$ cat src/hdl/pcub_regs.vh
`ifndef PCUB_REGS_VH
`define PCUB_REGS_VH
// Register byte addresses, one 32-bit word (four bytes) apart.
`define PCUB_ADDR_CTRL 8'h00
`define PCUB_ADDR_PCT 8'h04
`define PCUB_ADDR_DELAY 8'h08
`define PCUB_ADDR_RATED 8'h0c
`define PCUB_ADDR_STATUS 8'h10
`define PCUB_ADDR_IRQ_STAT 8'h14
`define PCUB_ADDR_IRQ_EN 8'h18
`define PCUB_ADDR_IRQ_CLR 8'h1c
`define PCUB_ADDR_MAGS 8'h20
// Control field positions.
`define PCUB_CTRL_OPER 0
`define PCUB_CTRL_STONLY 1
// Status and interrupt field positions.
`define PCUB_ST_START 0
`define PCUB_ST_TRIP 1
`define PCUB_ST_UNBAL 2
`define PCUB_ST_SUFF 3
`define PCUB_ST_NOFLT 4
// Reset values and ranges.
`define PCUB_PCT_DEF 7'h32
`define PCUB_PCT_MIN 7'h0a
`define PCUB_PCT_MAX 7'h5a
`define PCUB_DLY_DEF 16'h03e8
`define PCUB_DLY_MIN 16'h0064
`define PCUB_DLY_MAX 16'hea60
`define PCUB_RATED_DEF 16'h0400
// Ten percent and one hundred fifty percent of rated current.
`define PCUB_SUFF_PCT 8'h0a
`define PCUB_FLT_PCT 8'h96
// Clock figures: 10 MHz, one millisecond tick.
`define PCUB_CLK_KHZ 10000
`define PCUB_TICK_MS 1
`endif

$ cat src/hdl/pcub_ms_tick.v
`timescale 1ns/1ps
`default_nettype none
// ==========================================
// Millisecond enable divider
module pcub_ms_tick #(
    parameter CYCLES = 10000
) (
    input wire ref_clk,
    input wire rst_n,
    output reg msTick
);
    reg [15:0] cnt_r;
    always @(posedge ref_clk or negedge rst_n)
    begin
        if (!rst_n)
        begin
            cnt_r <= 16'h0000;
            msTick <= 1'b0;
        end
        else if (cnt_r == CYCLES[15:0] - 16'h0001)
        begin
            cnt_r <= 16'h0000;
            msTick <= 1'b1;
        end
        else
        begin
            cnt_r <= cnt_r + 16'h0001;
            msTick <= 1'b0;
        end
    end
endmodule
`default_nettype wire

$ cat src/hdl/pcub_detector.v
`timescale 1ns/1ps
`default_nettype none
`include "pcub_regs.vh"
module pcub_detector #(
    parameter MAG_W = 16,
    // Clock cycles per millisecond tick; a smaller value only shortens simulation runs.
    parameter TICK_CYCLES = `PCUB_CLK_KHZ * `PCUB_TICK_MS
) (
    input wire ref_clk,
    input wire rst_n,
    input wire [MAG_W-1:0] phase1RmsMag,
    input wire [MAG_W-1:0] phase2RmsMag,
    input wire [MAG_W-1:0] phase3RmsMag,
    input wire userBlockInput,
    input wire [7:0] regAddr,
    input wire [31:0] regWdata,
    input wire regWr,
    input wire regRd,
    output reg [31:0] regRdata,
    output wire generalStartOut,
    output wire generalTripOut,
    output wire maxCurrentSufficientFlag,
    output wire maxCurrentNotFaultFlag,
    output wire irqOut
);
    // ==========================================
    // Input synchronisers for the asynchronous blocking pin
    reg blkMeta_r;
    reg blkSync_r;
    always @(posedge ref_clk or negedge rst_n)
    begin
        if (!rst_n)
        begin
            blkMeta_r <= 1'b0;
            blkSync_r <= 1'b0;
        end
        else
        begin
            blkMeta_r <= userBlockInput;
            blkSync_r <= blkMeta_r;
        end
    end

    // ==========================================
    // Settings registers
    reg oper_r;
    reg startOnly_r;
    reg [6:0] pct_r;
    reg [15:0] delay_r;
    reg [MAG_W-1:0] rated_r;
    reg [4:0] irqStat_r;
    reg [4:0] irqEn_r;
    wire [4:0] status;
    reg [4:0] statusPrev_r;
    wire [4:0] rise = status & ~statusPrev_r;

    always @(posedge ref_clk or negedge rst_n)
    begin
        if (!rst_n)
        begin
            oper_r <= 1'b0;
            startOnly_r <= 1'b0;
            pct_r <= `PCUB_PCT_DEF;
            delay_r <= `PCUB_DLY_DEF;
            rated_r <= `PCUB_RATED_DEF;
            irqEn_r <= 5'h00;
        end
        else if (regWr)
        begin
            case (regAddr)
                `PCUB_ADDR_CTRL:
                begin
                    oper_r <= regWdata[`PCUB_CTRL_OPER];
                    startOnly_r <= regWdata[`PCUB_CTRL_STONLY];
                end
                `PCUB_ADDR_PCT:
                begin
                    // Out-of-range values are clamped to the nearest legal setting.
                    if (regWdata[6:0] < `PCUB_PCT_MIN || regWdata[31:7] != 25'h0)
                        pct_r <= (regWdata[31:7] != 25'h0) ? `PCUB_PCT_MAX : `PCUB_PCT_MIN;
                    else if (regWdata[6:0] > `PCUB_PCT_MAX)
                        pct_r <= `PCUB_PCT_MAX;
                    else
                        pct_r <= regWdata[6:0];
                end
                `PCUB_ADDR_DELAY:
                begin
                    if (regWdata[15:0] < `PCUB_DLY_MIN || regWdata[31:16] != 16'h0)
                        delay_r <= (regWdata[31:16] != 16'h0) ? `PCUB_DLY_MAX : `PCUB_DLY_MIN;
                    else if (regWdata[15:0] > `PCUB_DLY_MAX)
                        delay_r <= `PCUB_DLY_MAX;
                    else
                        delay_r <= regWdata[15:0];
                end
                `PCUB_ADDR_RATED: rated_r <= regWdata[MAG_W-1:0];
                `PCUB_ADDR_IRQ_EN: irqEn_r <= regWdata[4:0];
                default: ;
            endcase
        end
    end

    // Sticky events; a new event in the clear cycle wins over the clear.
    always @(posedge ref_clk or negedge rst_n)
    begin
        if (!rst_n)
        begin
            irqStat_r <= 5'h00;
            statusPrev_r <= 5'h00;
        end
        else
        begin
            statusPrev_r <= status;
            if (regWr && regAddr == `PCUB_ADDR_IRQ_CLR)
                irqStat_r <= (irqStat_r & ~regWdata[4:0]) | rise;
            else
                irqStat_r <= irqStat_r | rise;
        end
    end
    assign irqOut = |(irqStat_r & irqEn_r);

    // ==========================================
    // Analogue signal processing, registered in two stages
    reg [MAG_W-1:0] max_r;
    reg [MAG_W-1:0] min_r;
    wire [MAG_W-1:0] max12 = (phase1RmsMag > phase2RmsMag) ? phase1RmsMag : phase2RmsMag;
    wire [MAG_W-1:0] min12 = (phase1RmsMag < phase2RmsMag) ? phase1RmsMag : phase2RmsMag;
    always @(posedge ref_clk or negedge rst_n)
    begin
        if (!rst_n)
        begin
            max_r <= {MAG_W{1'b0}};
            min_r <= {MAG_W{1'b0}};
        end
        else
        begin
            max_r <= (max12 > phase3RmsMag) ? max12 : phase3RmsMag;
            min_r <= (min12 < phase3RmsMag) ? min12 : phase3RmsMag;
        end
    end

    // Percent comparisons are cross-multiplied so no divider is needed.
    wire [MAG_W+7:0] diffScaled = {8'h00, max_r - min_r} * 8'd100;
    wire [MAG_W+7:0] limScaled = {8'h00, max_r} * {1'b0, pct_r};
    wire [MAG_W+7:0] maxScaled = {8'h00, max_r} * 8'd100;
    wire [MAG_W+7:0] suffScaled = {8'h00, rated_r} * `PCUB_SUFF_PCT;
    wire [MAG_W+7:0] fltScaled = {8'h00, rated_r} * `PCUB_FLT_PCT;
    reg unbal_r;
    reg suff_r;
    reg noFlt_r;
    always @(posedge ref_clk or negedge rst_n)
    begin
        if (!rst_n)
        begin
            unbal_r <= 1'b0;
            suff_r <= 1'b0;
            noFlt_r <= 1'b0;
        end
        else
        begin
            unbal_r <= diffScaled > limScaled;
            suff_r <= maxScaled > suffScaled;
            noFlt_r <= maxScaled < fltScaled;
        end
    end

    // ==========================================
    // Decision logic
    wire enabled = oper_r && !blkSync_r;
    wire startCond = enabled && unbal_r && suff_r && noFlt_r;
    wire msTick;
    pcub_ms_tick #(
        .CYCLES(TICK_CYCLES)
    ) u_tick (
        .ref_clk(ref_clk),
        .rst_n(rst_n),
        .msTick(msTick)
    );

    reg start_r;
    reg trip_r;
    reg [15:0] elapsed_r;
    always @(posedge ref_clk or negedge rst_n)
    begin
        if (!rst_n)
        begin
            start_r <= 1'b0;
            trip_r <= 1'b0;
            elapsed_r <= 16'h0000;
        end
        else if (!startCond)
        begin
            start_r <= 1'b0;
            trip_r <= 1'b0;
            elapsed_r <= 16'h0000;
        end
        else
        begin
            start_r <= 1'b1;
            if (msTick && elapsed_r < delay_r)
                elapsed_r <= elapsed_r + 16'h0001;
            trip_r <= (elapsed_r >= delay_r) && !startOnly_r;
        end
    end

    assign generalStartOut = start_r;
    assign generalTripOut = trip_r;
    assign maxCurrentSufficientFlag = suff_r && enabled;
    assign maxCurrentNotFaultFlag = noFlt_r && enabled;
    assign status = {maxCurrentNotFaultFlag, maxCurrentSufficientFlag, unbal_r && enabled,
                     trip_r, start_r};

    // ==========================================
    // Register read port, data valid the cycle after the strobe
    always @(posedge ref_clk or negedge rst_n)
    begin
        if (!rst_n)
            regRdata <= 32'h00000000;
        else if (regRd)
        begin
            case (regAddr)
                `PCUB_ADDR_CTRL: regRdata <= {30'h0, startOnly_r, oper_r};
                `PCUB_ADDR_PCT: regRdata <= {25'h0, pct_r};
                `PCUB_ADDR_DELAY: regRdata <= {16'h0, delay_r};
                `PCUB_ADDR_RATED: regRdata <= {{(32-MAG_W){1'b0}}, rated_r};
                `PCUB_ADDR_STATUS: regRdata <= {27'h0, status};
                `PCUB_ADDR_IRQ_STAT: regRdata <= {27'h0, irqStat_r};
                `PCUB_ADDR_IRQ_EN: regRdata <= {27'h0, irqEn_r};
                `PCUB_ADDR_MAGS: regRdata <= {max_r, min_r};
                default: regRdata <= 32'h00000000;
            endcase
        end
        else
            regRdata <= 32'h00000000;
    end
endmodule
`default_nettype wire

$ cat config.mk
export PLATFORM = sky130hd
export DESIGN_NAME = pcub_detector
export DESIGN_NICKNAME = d
export VERILOG_FILES = /design/src/hdl/pcub_ms_tick.v /design/src/hdl/pcub_detector.v
export VERILOG_INCLUDE_DIRS = /design/src /design/src/hdl
export SDC_FILE = /design/constraint.sdc
export NUM_CORES = 1
export LEC_CHECK = 0
export BUFFER_PORTS_ARGS = -buffer_cell sky130_fd_sc_hd__buf_4
export CAP_MARGIN = 20
export CORE_UTILIZATION = 46
export CTS_BUF_LIST = sky130_fd_sc_hd__clkbuf_4 sky130_fd_sc_hd__clkbuf_8 sky130_fd_sc_hd__clkbuf_16
export CTS_CLUSTER_DIAMETER = 200
export DETAILED_ROUTE_END_ITERATION = 12
export PLACE_DENSITY_LB_ADDON = 0.2
export RECOVER_POWER = 50
export SYNTH_ARGS = -nofsm -noshare
export SYNTH_HDL_FRONTEND = slang
export SYNTH_SLANG_ARGS = --single-unit
export TNS_END_PERCENT = 50
$ cat constraint.sdc
create_clock -name ref_clk -period 5.8 [get_ports ref_clk]
set_clock_uncertainty 0.05 [all_clocks]
set_input_delay 1.16 -clock ref_clk [delete_from_list [all_inputs] [get_ports ref_clk]]
set_output_delay 1.16 -clock ref_clk [all_outputs]
set_load 0.01 [all_outputs]
* Word-level counts from Yosys, hierarchy flattened *
Cells that the tools add are included.

cells by class
  magnitude comparators = 13
  $add $sub $neg = 3
  equal/unequal tests = 10
  reductions and logical operators = 22
  muxes and demuxes = 19
  multiply operators = 5
  bitwise logic cells = 7
  shifts and indexed selects = 0
  divide/modulo/power cells = 0

operators by type and width
  kind                                                    count
  one-hot mux 32 bit (8 select lines)                     1
  2-to-1 mux 16 bit                                       10
  < comparator 16 bit                                     3
  multiplier 16 x 5 -> 21 bit (second input constant)     2
  adder 16 x 1 -> 16 bit (second input constant)          2
  == test 8 x 5 -> 1 bit (second input constant)          4
  greater-than comparator 16 bit                          2
  2-to-1 mux 32 bit                                       1
  nonzero test 25 bit                                     1
  < comparator 23 x 24 -> 1 bit                           1
  greater-than comparator 23 x 20 -> 1 bit                1
  greater-than comparator 23 bit                          1
  multiplier 16 x 7 -> 23 bit                             1
  multiplier 16 x 7 -> 23 bit (second input constant)     1
  2-to-1 mux 7 bit                                        3
  multiplier 16 x 3 -> 19 bit (second input constant)     1
  == test 16 x 14 -> 1 bit (second input constant)        1
  == test 8 x 4 -> 1 bit (second input constant)          2
  >= comparator 16 bit                                    1
  greater-than comparator 16 bit (second input constant)  1
  < comparator 16 x 7 -> 1 bit (second input constant)    1
  nonzero test 16 bit                                     1
  subtractor 16 bit                                       1
  bitwise AND 5 bit                                       3
  other kinds (15)                                        33

word-level totals
  bits of input ports = 93
  output and inout port bits = 37
  logic and storage cells = 100
  register bits after elaboration = 160
  RAM bits = 0
  bits in latches = 0
  ROM bits = 0
  memories kept = 0

* Longest topological paths before layout *
  depth in word-level cells = 6
  depth in mapped cells = 31
  gate-level depth less buffers = 31

* Modules after synthesis *
A second synthesis with hierarchy kept.

second synthesis, totals
  cell total of the unflattened synthesis = 2223
  area, all modules = 20323.2 um2

by module, submodules not included
  module         instances  sequential area each (um2)  area each (um2)  cells an instance
  pcub_detector  1          3590.9                      19501.2          2149
  pcub_ms_tick   1          425.4                       822.0            74

* Worst setup path after synthesis *
OpenSTA, ideal clock, no wires.

  path type = register to register
  from = register pct_r[5]
  to = register unbal_r
  library setup time = 126 ps
  buffers on the path = 1
  required time = 5624 ps
  path slack = -180 ps
  cell stages (with the launch flop) = 27
  data arrival time = 5804 ps
  path through = dfstp_2 > clkbuf_1 > nand2_1 > fa_1 > fa_1 > inv_1 > fa_1 > inv_1 > fa_1 > inv_1 > ha_1 > or3_1 > o211a_1 > o21ai_0 > o21bai_1 > a31o_2 > a21oi_1 > xor2_1 > ha_1 > a21oi_1 > nor2b_1 > o21ai_0 > nand2b_1 > a21oi_1 > nor2b_1 > o21ai_0 > a21oi_1

on the way
  longest elaborated chain between the ends = 2

ends and longest elaborated chain
  what                            RTL line             source
  start: declaration              pcub_detector.v:48   reg [6:0] pct_r;
  start signal: assignment        pcub_detector.v:63   pct_r <= `PCUB_PCT_DEF;
  start signal: assignment        pcub_detector.v:80   pct_r <= (regWdata[31:7] != 25'h0) ? `PCUB_PCT_MAX : `PCUB_PCT_MIN;
  start signal: assignment        pcub_detector.v:82   pct_r <= `PCUB_PCT_MAX;
  multiplier 16 x 7 -> 23 bit     pcub_detector.v:143  wire [MAG_W+7:0] limScaled = {8'h00, max_r} * {1'b0, pct_r};
  greater-than comparator 23 bit  pcub_detector.v:160  unbal_r <= diffScaled > limScaled;
  end signal: assignment          pcub_detector.v:160
  end: declaration                pcub_detector.v:147  reg unbal_r;

Every way passes these cells.
A chain may end at the register's enable or synchronous reset.

* Worst setup path in the final report *
  from = register max_r[1]
  to = register unbal_r

on the way
  longest elaborated chain between the ends = 3

ends and longest elaborated chain
  what                                RTL line             source
  start: declaration                  pcub_detector.v:123  reg [MAG_W-1:0] max_r;
  start signal: assignment            pcub_detector.v:131  max_r <= {MAG_W{1'b0}};
  start signal: assignment            pcub_detector.v:136  max_r <= (max12 > phase3RmsMag) ? max12 : phase3RmsMag;
  subtractor 16 bit                   pcub_detector.v:142  wire [MAG_W+7:0] diffScaled = {8'h00, max_r - min_r} * 8'd100;
  multiplier 16 x 5 -> 21 bit         pcub_detector.v:142
  greater-than comparator 23 bit (*)  pcub_detector.v:160

Every way passes the cells marked *; elsewhere a longest branch is shown, timed or not.

==> qor.csv <==
stage;metric;value;unit
synth;Post-Syn Instances;2163;
placement;DP HPWL;45260;um
layout;fin nets;2985;
critical_path;CP arrival;6.12;ns
critical_path;Crit path required time;6.12;ns
synth;Synth top area share;0.2266;
synth;ys async rst share;1.000;
routing;Initial DRC Count;1068;
sta;max-slew violations;122;
cts;clk sinks;160;
placement;Placed Instances;2913;
floorplan;io pins;130;
cts;htree depth;4;
synth;ys flop type;dfrtp_1;
sta;RSZ-0062 raised after global routing;yes;
status;status;complete, but fails checks;
floorplan;site row count;75;
synth;synthesized area per cell;9.140;um^2
sta;Hold Violations, Final;0;
floorplan;starting density of the core;0.4692;
layout;fin cells;2969;
cts;CTS buffer count;17;
routing;routed via count;16510;
floorplan;die width;209.3;um
power_and_ir_drop;Sw Share;0.4762;
routing;Total Routed Length;54990;um
synth;dominant cells by area after synthesis;ha_1 23%, dfrtp_1 19%, fa_1 12%;
routing;drt drc;0;
synth;flops & latches, synth;160;
layout;# diodes;0;
sta;Slew @ Worst Pin;3.305;ns
sta;slew margin rel.;-1.203;
critical_path;Setup crit end kind;flop;
layout;Syn-to-layout area delta;18.16;%
critical_path;type of the worst setup path;reg -> reg;
cts;CTS Hold Bufs;0;
power_and_ir_drop;maximum VDD drop;0.001045;V
placement;IO Port Bufs;129;
power_and_ir_drop;Leakage;12.27;nW
critical_path;startpoint types;flop;
synth;Synth Cell Area;0.01977;mm^2
sta;highest clock rate;172.4;MHz
routing;Avg WL per Cell;18.52;um
grt;first-pass GRT wire length;87360;um
grt;initial antenna violation count;1;
routing;post-route ant nets;0;
synth;distinct cell type count after synthesis;75;
floorplan;die height;209.3;um
floorplan;die area;0.04381;mm^2
hold_path;Hold WC Path Type;reg -> reg;
flow_run;Max Cap Viol;2;
power_and_ir_drop;Internal;8.413;mW
placement;placer's final routability congestion estimate;0.9246;
cts;CTS tree;built;
synth;Post-synth EDFFs;0;
sta;fin crit share;1.000;
power_and_ir_drop;clock power share;0.070;
cts;CTS Root Cell;clkbuf_16;
power_and_ir_drop;part of the power in registers;0.081;
layout;layout cells sized above 1;0.1988;
grt;vias in the first global route;16290;
power_and_ir_drop;Gate power share;0.849;
synth;share of the yosys chip area belonging to registers;0.2032;
grt;GR Overflow Total;0;
status;failing checks;max-capacitance violations, max-slew violations, negative setup slack;
floorplan;core area;0.04213;mm^2
layout;utilization after layout;0.5544;
routing;TritonRoute pass-1 iters;5;
sta;Final Critical Period;5.801;ns
power_and_ir_drop;NetSw;7.647;mW
critical_path;CP max-delay cell;fa_1;
sta;Final setup viols;1;
synth;Synth Net Count;2731;
power_and_ir_drop;PD cells;687.4;mW/mm^2
critical_path;max incr delay on CP;0.49;ns
synth;synth warn;0;
critical_path;worst-path fanout max;4;
cts;Skew-Pair Late Insertion Delay;0.46;ns
sta;Worst Slack Setup Final;-0.0007359;ns
synth;area leader, netlist;ha_1;
grt;GR Util All Layers;0.2541;
cts;clock transition at the registers of the reported paths;0.08;ns
placement;Post-Place Setup Slack;-0.2709;ns
cts;CTS Buffer Depth;2;
grt;largest net degree at the start of global routing;62;
routing;DR vias/cell;5.559;
## path summary, 6_finish.rpt
check                      startpoint            to  slack (ns)  cells past startpoint
setup reg to reg             max_r[1]       unbal_r     -0.0007                     29
min in group asynchronous       rst_n  regRdata[16]        1.77                      1
hold reg to reg             blkMeta_r     blkSync_r        0.30                      0
hold / removal              blkMeta_r     blkSync_r        0.30                      0
setup / recovery             max_r[1]       unbal_r     -0.0007                     29
max in group asynchronous       rst_n      max_r[8]        0.96                      2
## worst max-delay path: cells and delay by family (launching register included)
kind / cells / cell delay, ns
fa+ha+maj: 6 / 1.84
compound gates: 10 / 1.72
simple gates: 6 / 0.75
buf+inv: 5 / 0.51
flops: 1 / 0.45
xor+xnor: 2 / 0.39
## layout by cell type (no fill, tap or decap), types with 65 or more instances in the layout
cell type and n:
a21oi_1 90, and2_1 78, buf_4 250, dfrtp_1 146
fa_1 116, ha_1 342, inv_1 348, mux2_2 69
nand2_1 109, nor2_1 99, o21ai_0 65
## cells in the mapped netlist (25+ instances only)
cell type / count
xor2_1: 54
xnor2_1: 62
inv_1: 354
dfrtp_1: 150
mux2_2: 69
o21ai_0: 73
nand2_1: 109
nor2_1: 103
a21oi_1: 103
nand2b_1: 25
and3_1: 37
fa_1: 117
nor3_1: 38
ha_1: 358
clkbuf_1: 33
a21o_1: 60
nand3_1: 41
and2_1: 84
nand4_1: 32
## area by class of cell
cell class | instances | area, um^2
sequential | 160 | 4021
tap | 539 | 674.4
multi-input combinational | 1610 | 14680
timing repair buffer | 274 | 2081
fill | 3776 | 18770
inverter | 354 | 1329
clock inverter | 14 | 145.1
clock buffer | 18 | 432.9
## per-layer routing
metal  vias to the layer above  wire length (um)  global-route usage
li1                       7929                 -                   -
met1                      8122             26100              0.3672
met2                       416             25470              0.4071
met3                        38              2446             0.02918
met4                         0               962             0.05654
met5                         -                 0                   0
## power groups by stage
stage | clock network [mW] | registers [mW] | logic (mW)
2_1_floorplan | 0 | 1.27 | 7.79
3_3_place_gp | 0 | 1.32 | 11.2
3_5_place_dp | 0 | 1.32 | 11.6
4_1_cts | 1.16 | 1.30 | 12.1
5_1_grt | 1.20 | 1.30 | 15.1
6_report | 1.13 | 1.30 | 13.6
## cells by family (layout without fill, tap and decap cells)
family	after synthesis	in the layout	share of synthesized area
AO/OA/AOI/OAI	388	388	0.1314
buffers and inverters	393	660	0.07544
multiplexers	83	83	0.04955
XOR/XNOR	116	116	0.05139
adder cells (fa/ha/maj)	475	475	0.3450
AND/OR/NAND/NOR	548	548	0.1440
flip-flops	160	160	0.2032
## through the flow
stage	power, mW	hold WS (ns)	cell area, um^2	TNS, ns
after floorplan	9.054	0.2812	19790	0
after global placement	12.54	0.2845	22180	-0.1877
after detailed placement	12.88	0.2865	22180	-0.2709
after CTS	14.55	0.3032	23030	0
after global routing	17.62	0.3129	23360	-0.2595
final	16.06	0.2992	23360	-0.0007359
## state kept, by name, indices dropped and copies added (netlist names), 5 cells and up
| signal | count |
|---|---|
| max_r | 16 |
| pct_r | 7 |
| irqEn_r | 5 |
| statusPrev_r | 5 |
| delay_r | 16 |
| min_r | 16 |
| rated_r | 16 |
| u_tick.cnt_r | 16 |
| regRdata | 32 |
| elapsed_r | 16 |
| irqStat_r | 5 |
## repair_timing
action	CTS	global route
resized for setup	45	51
setup endpoints to repair	1	1
hold endpoints to repair	0	0
pin swaps	55	61
buffers inserted	11	12
(Power assumes the default switching activity.)
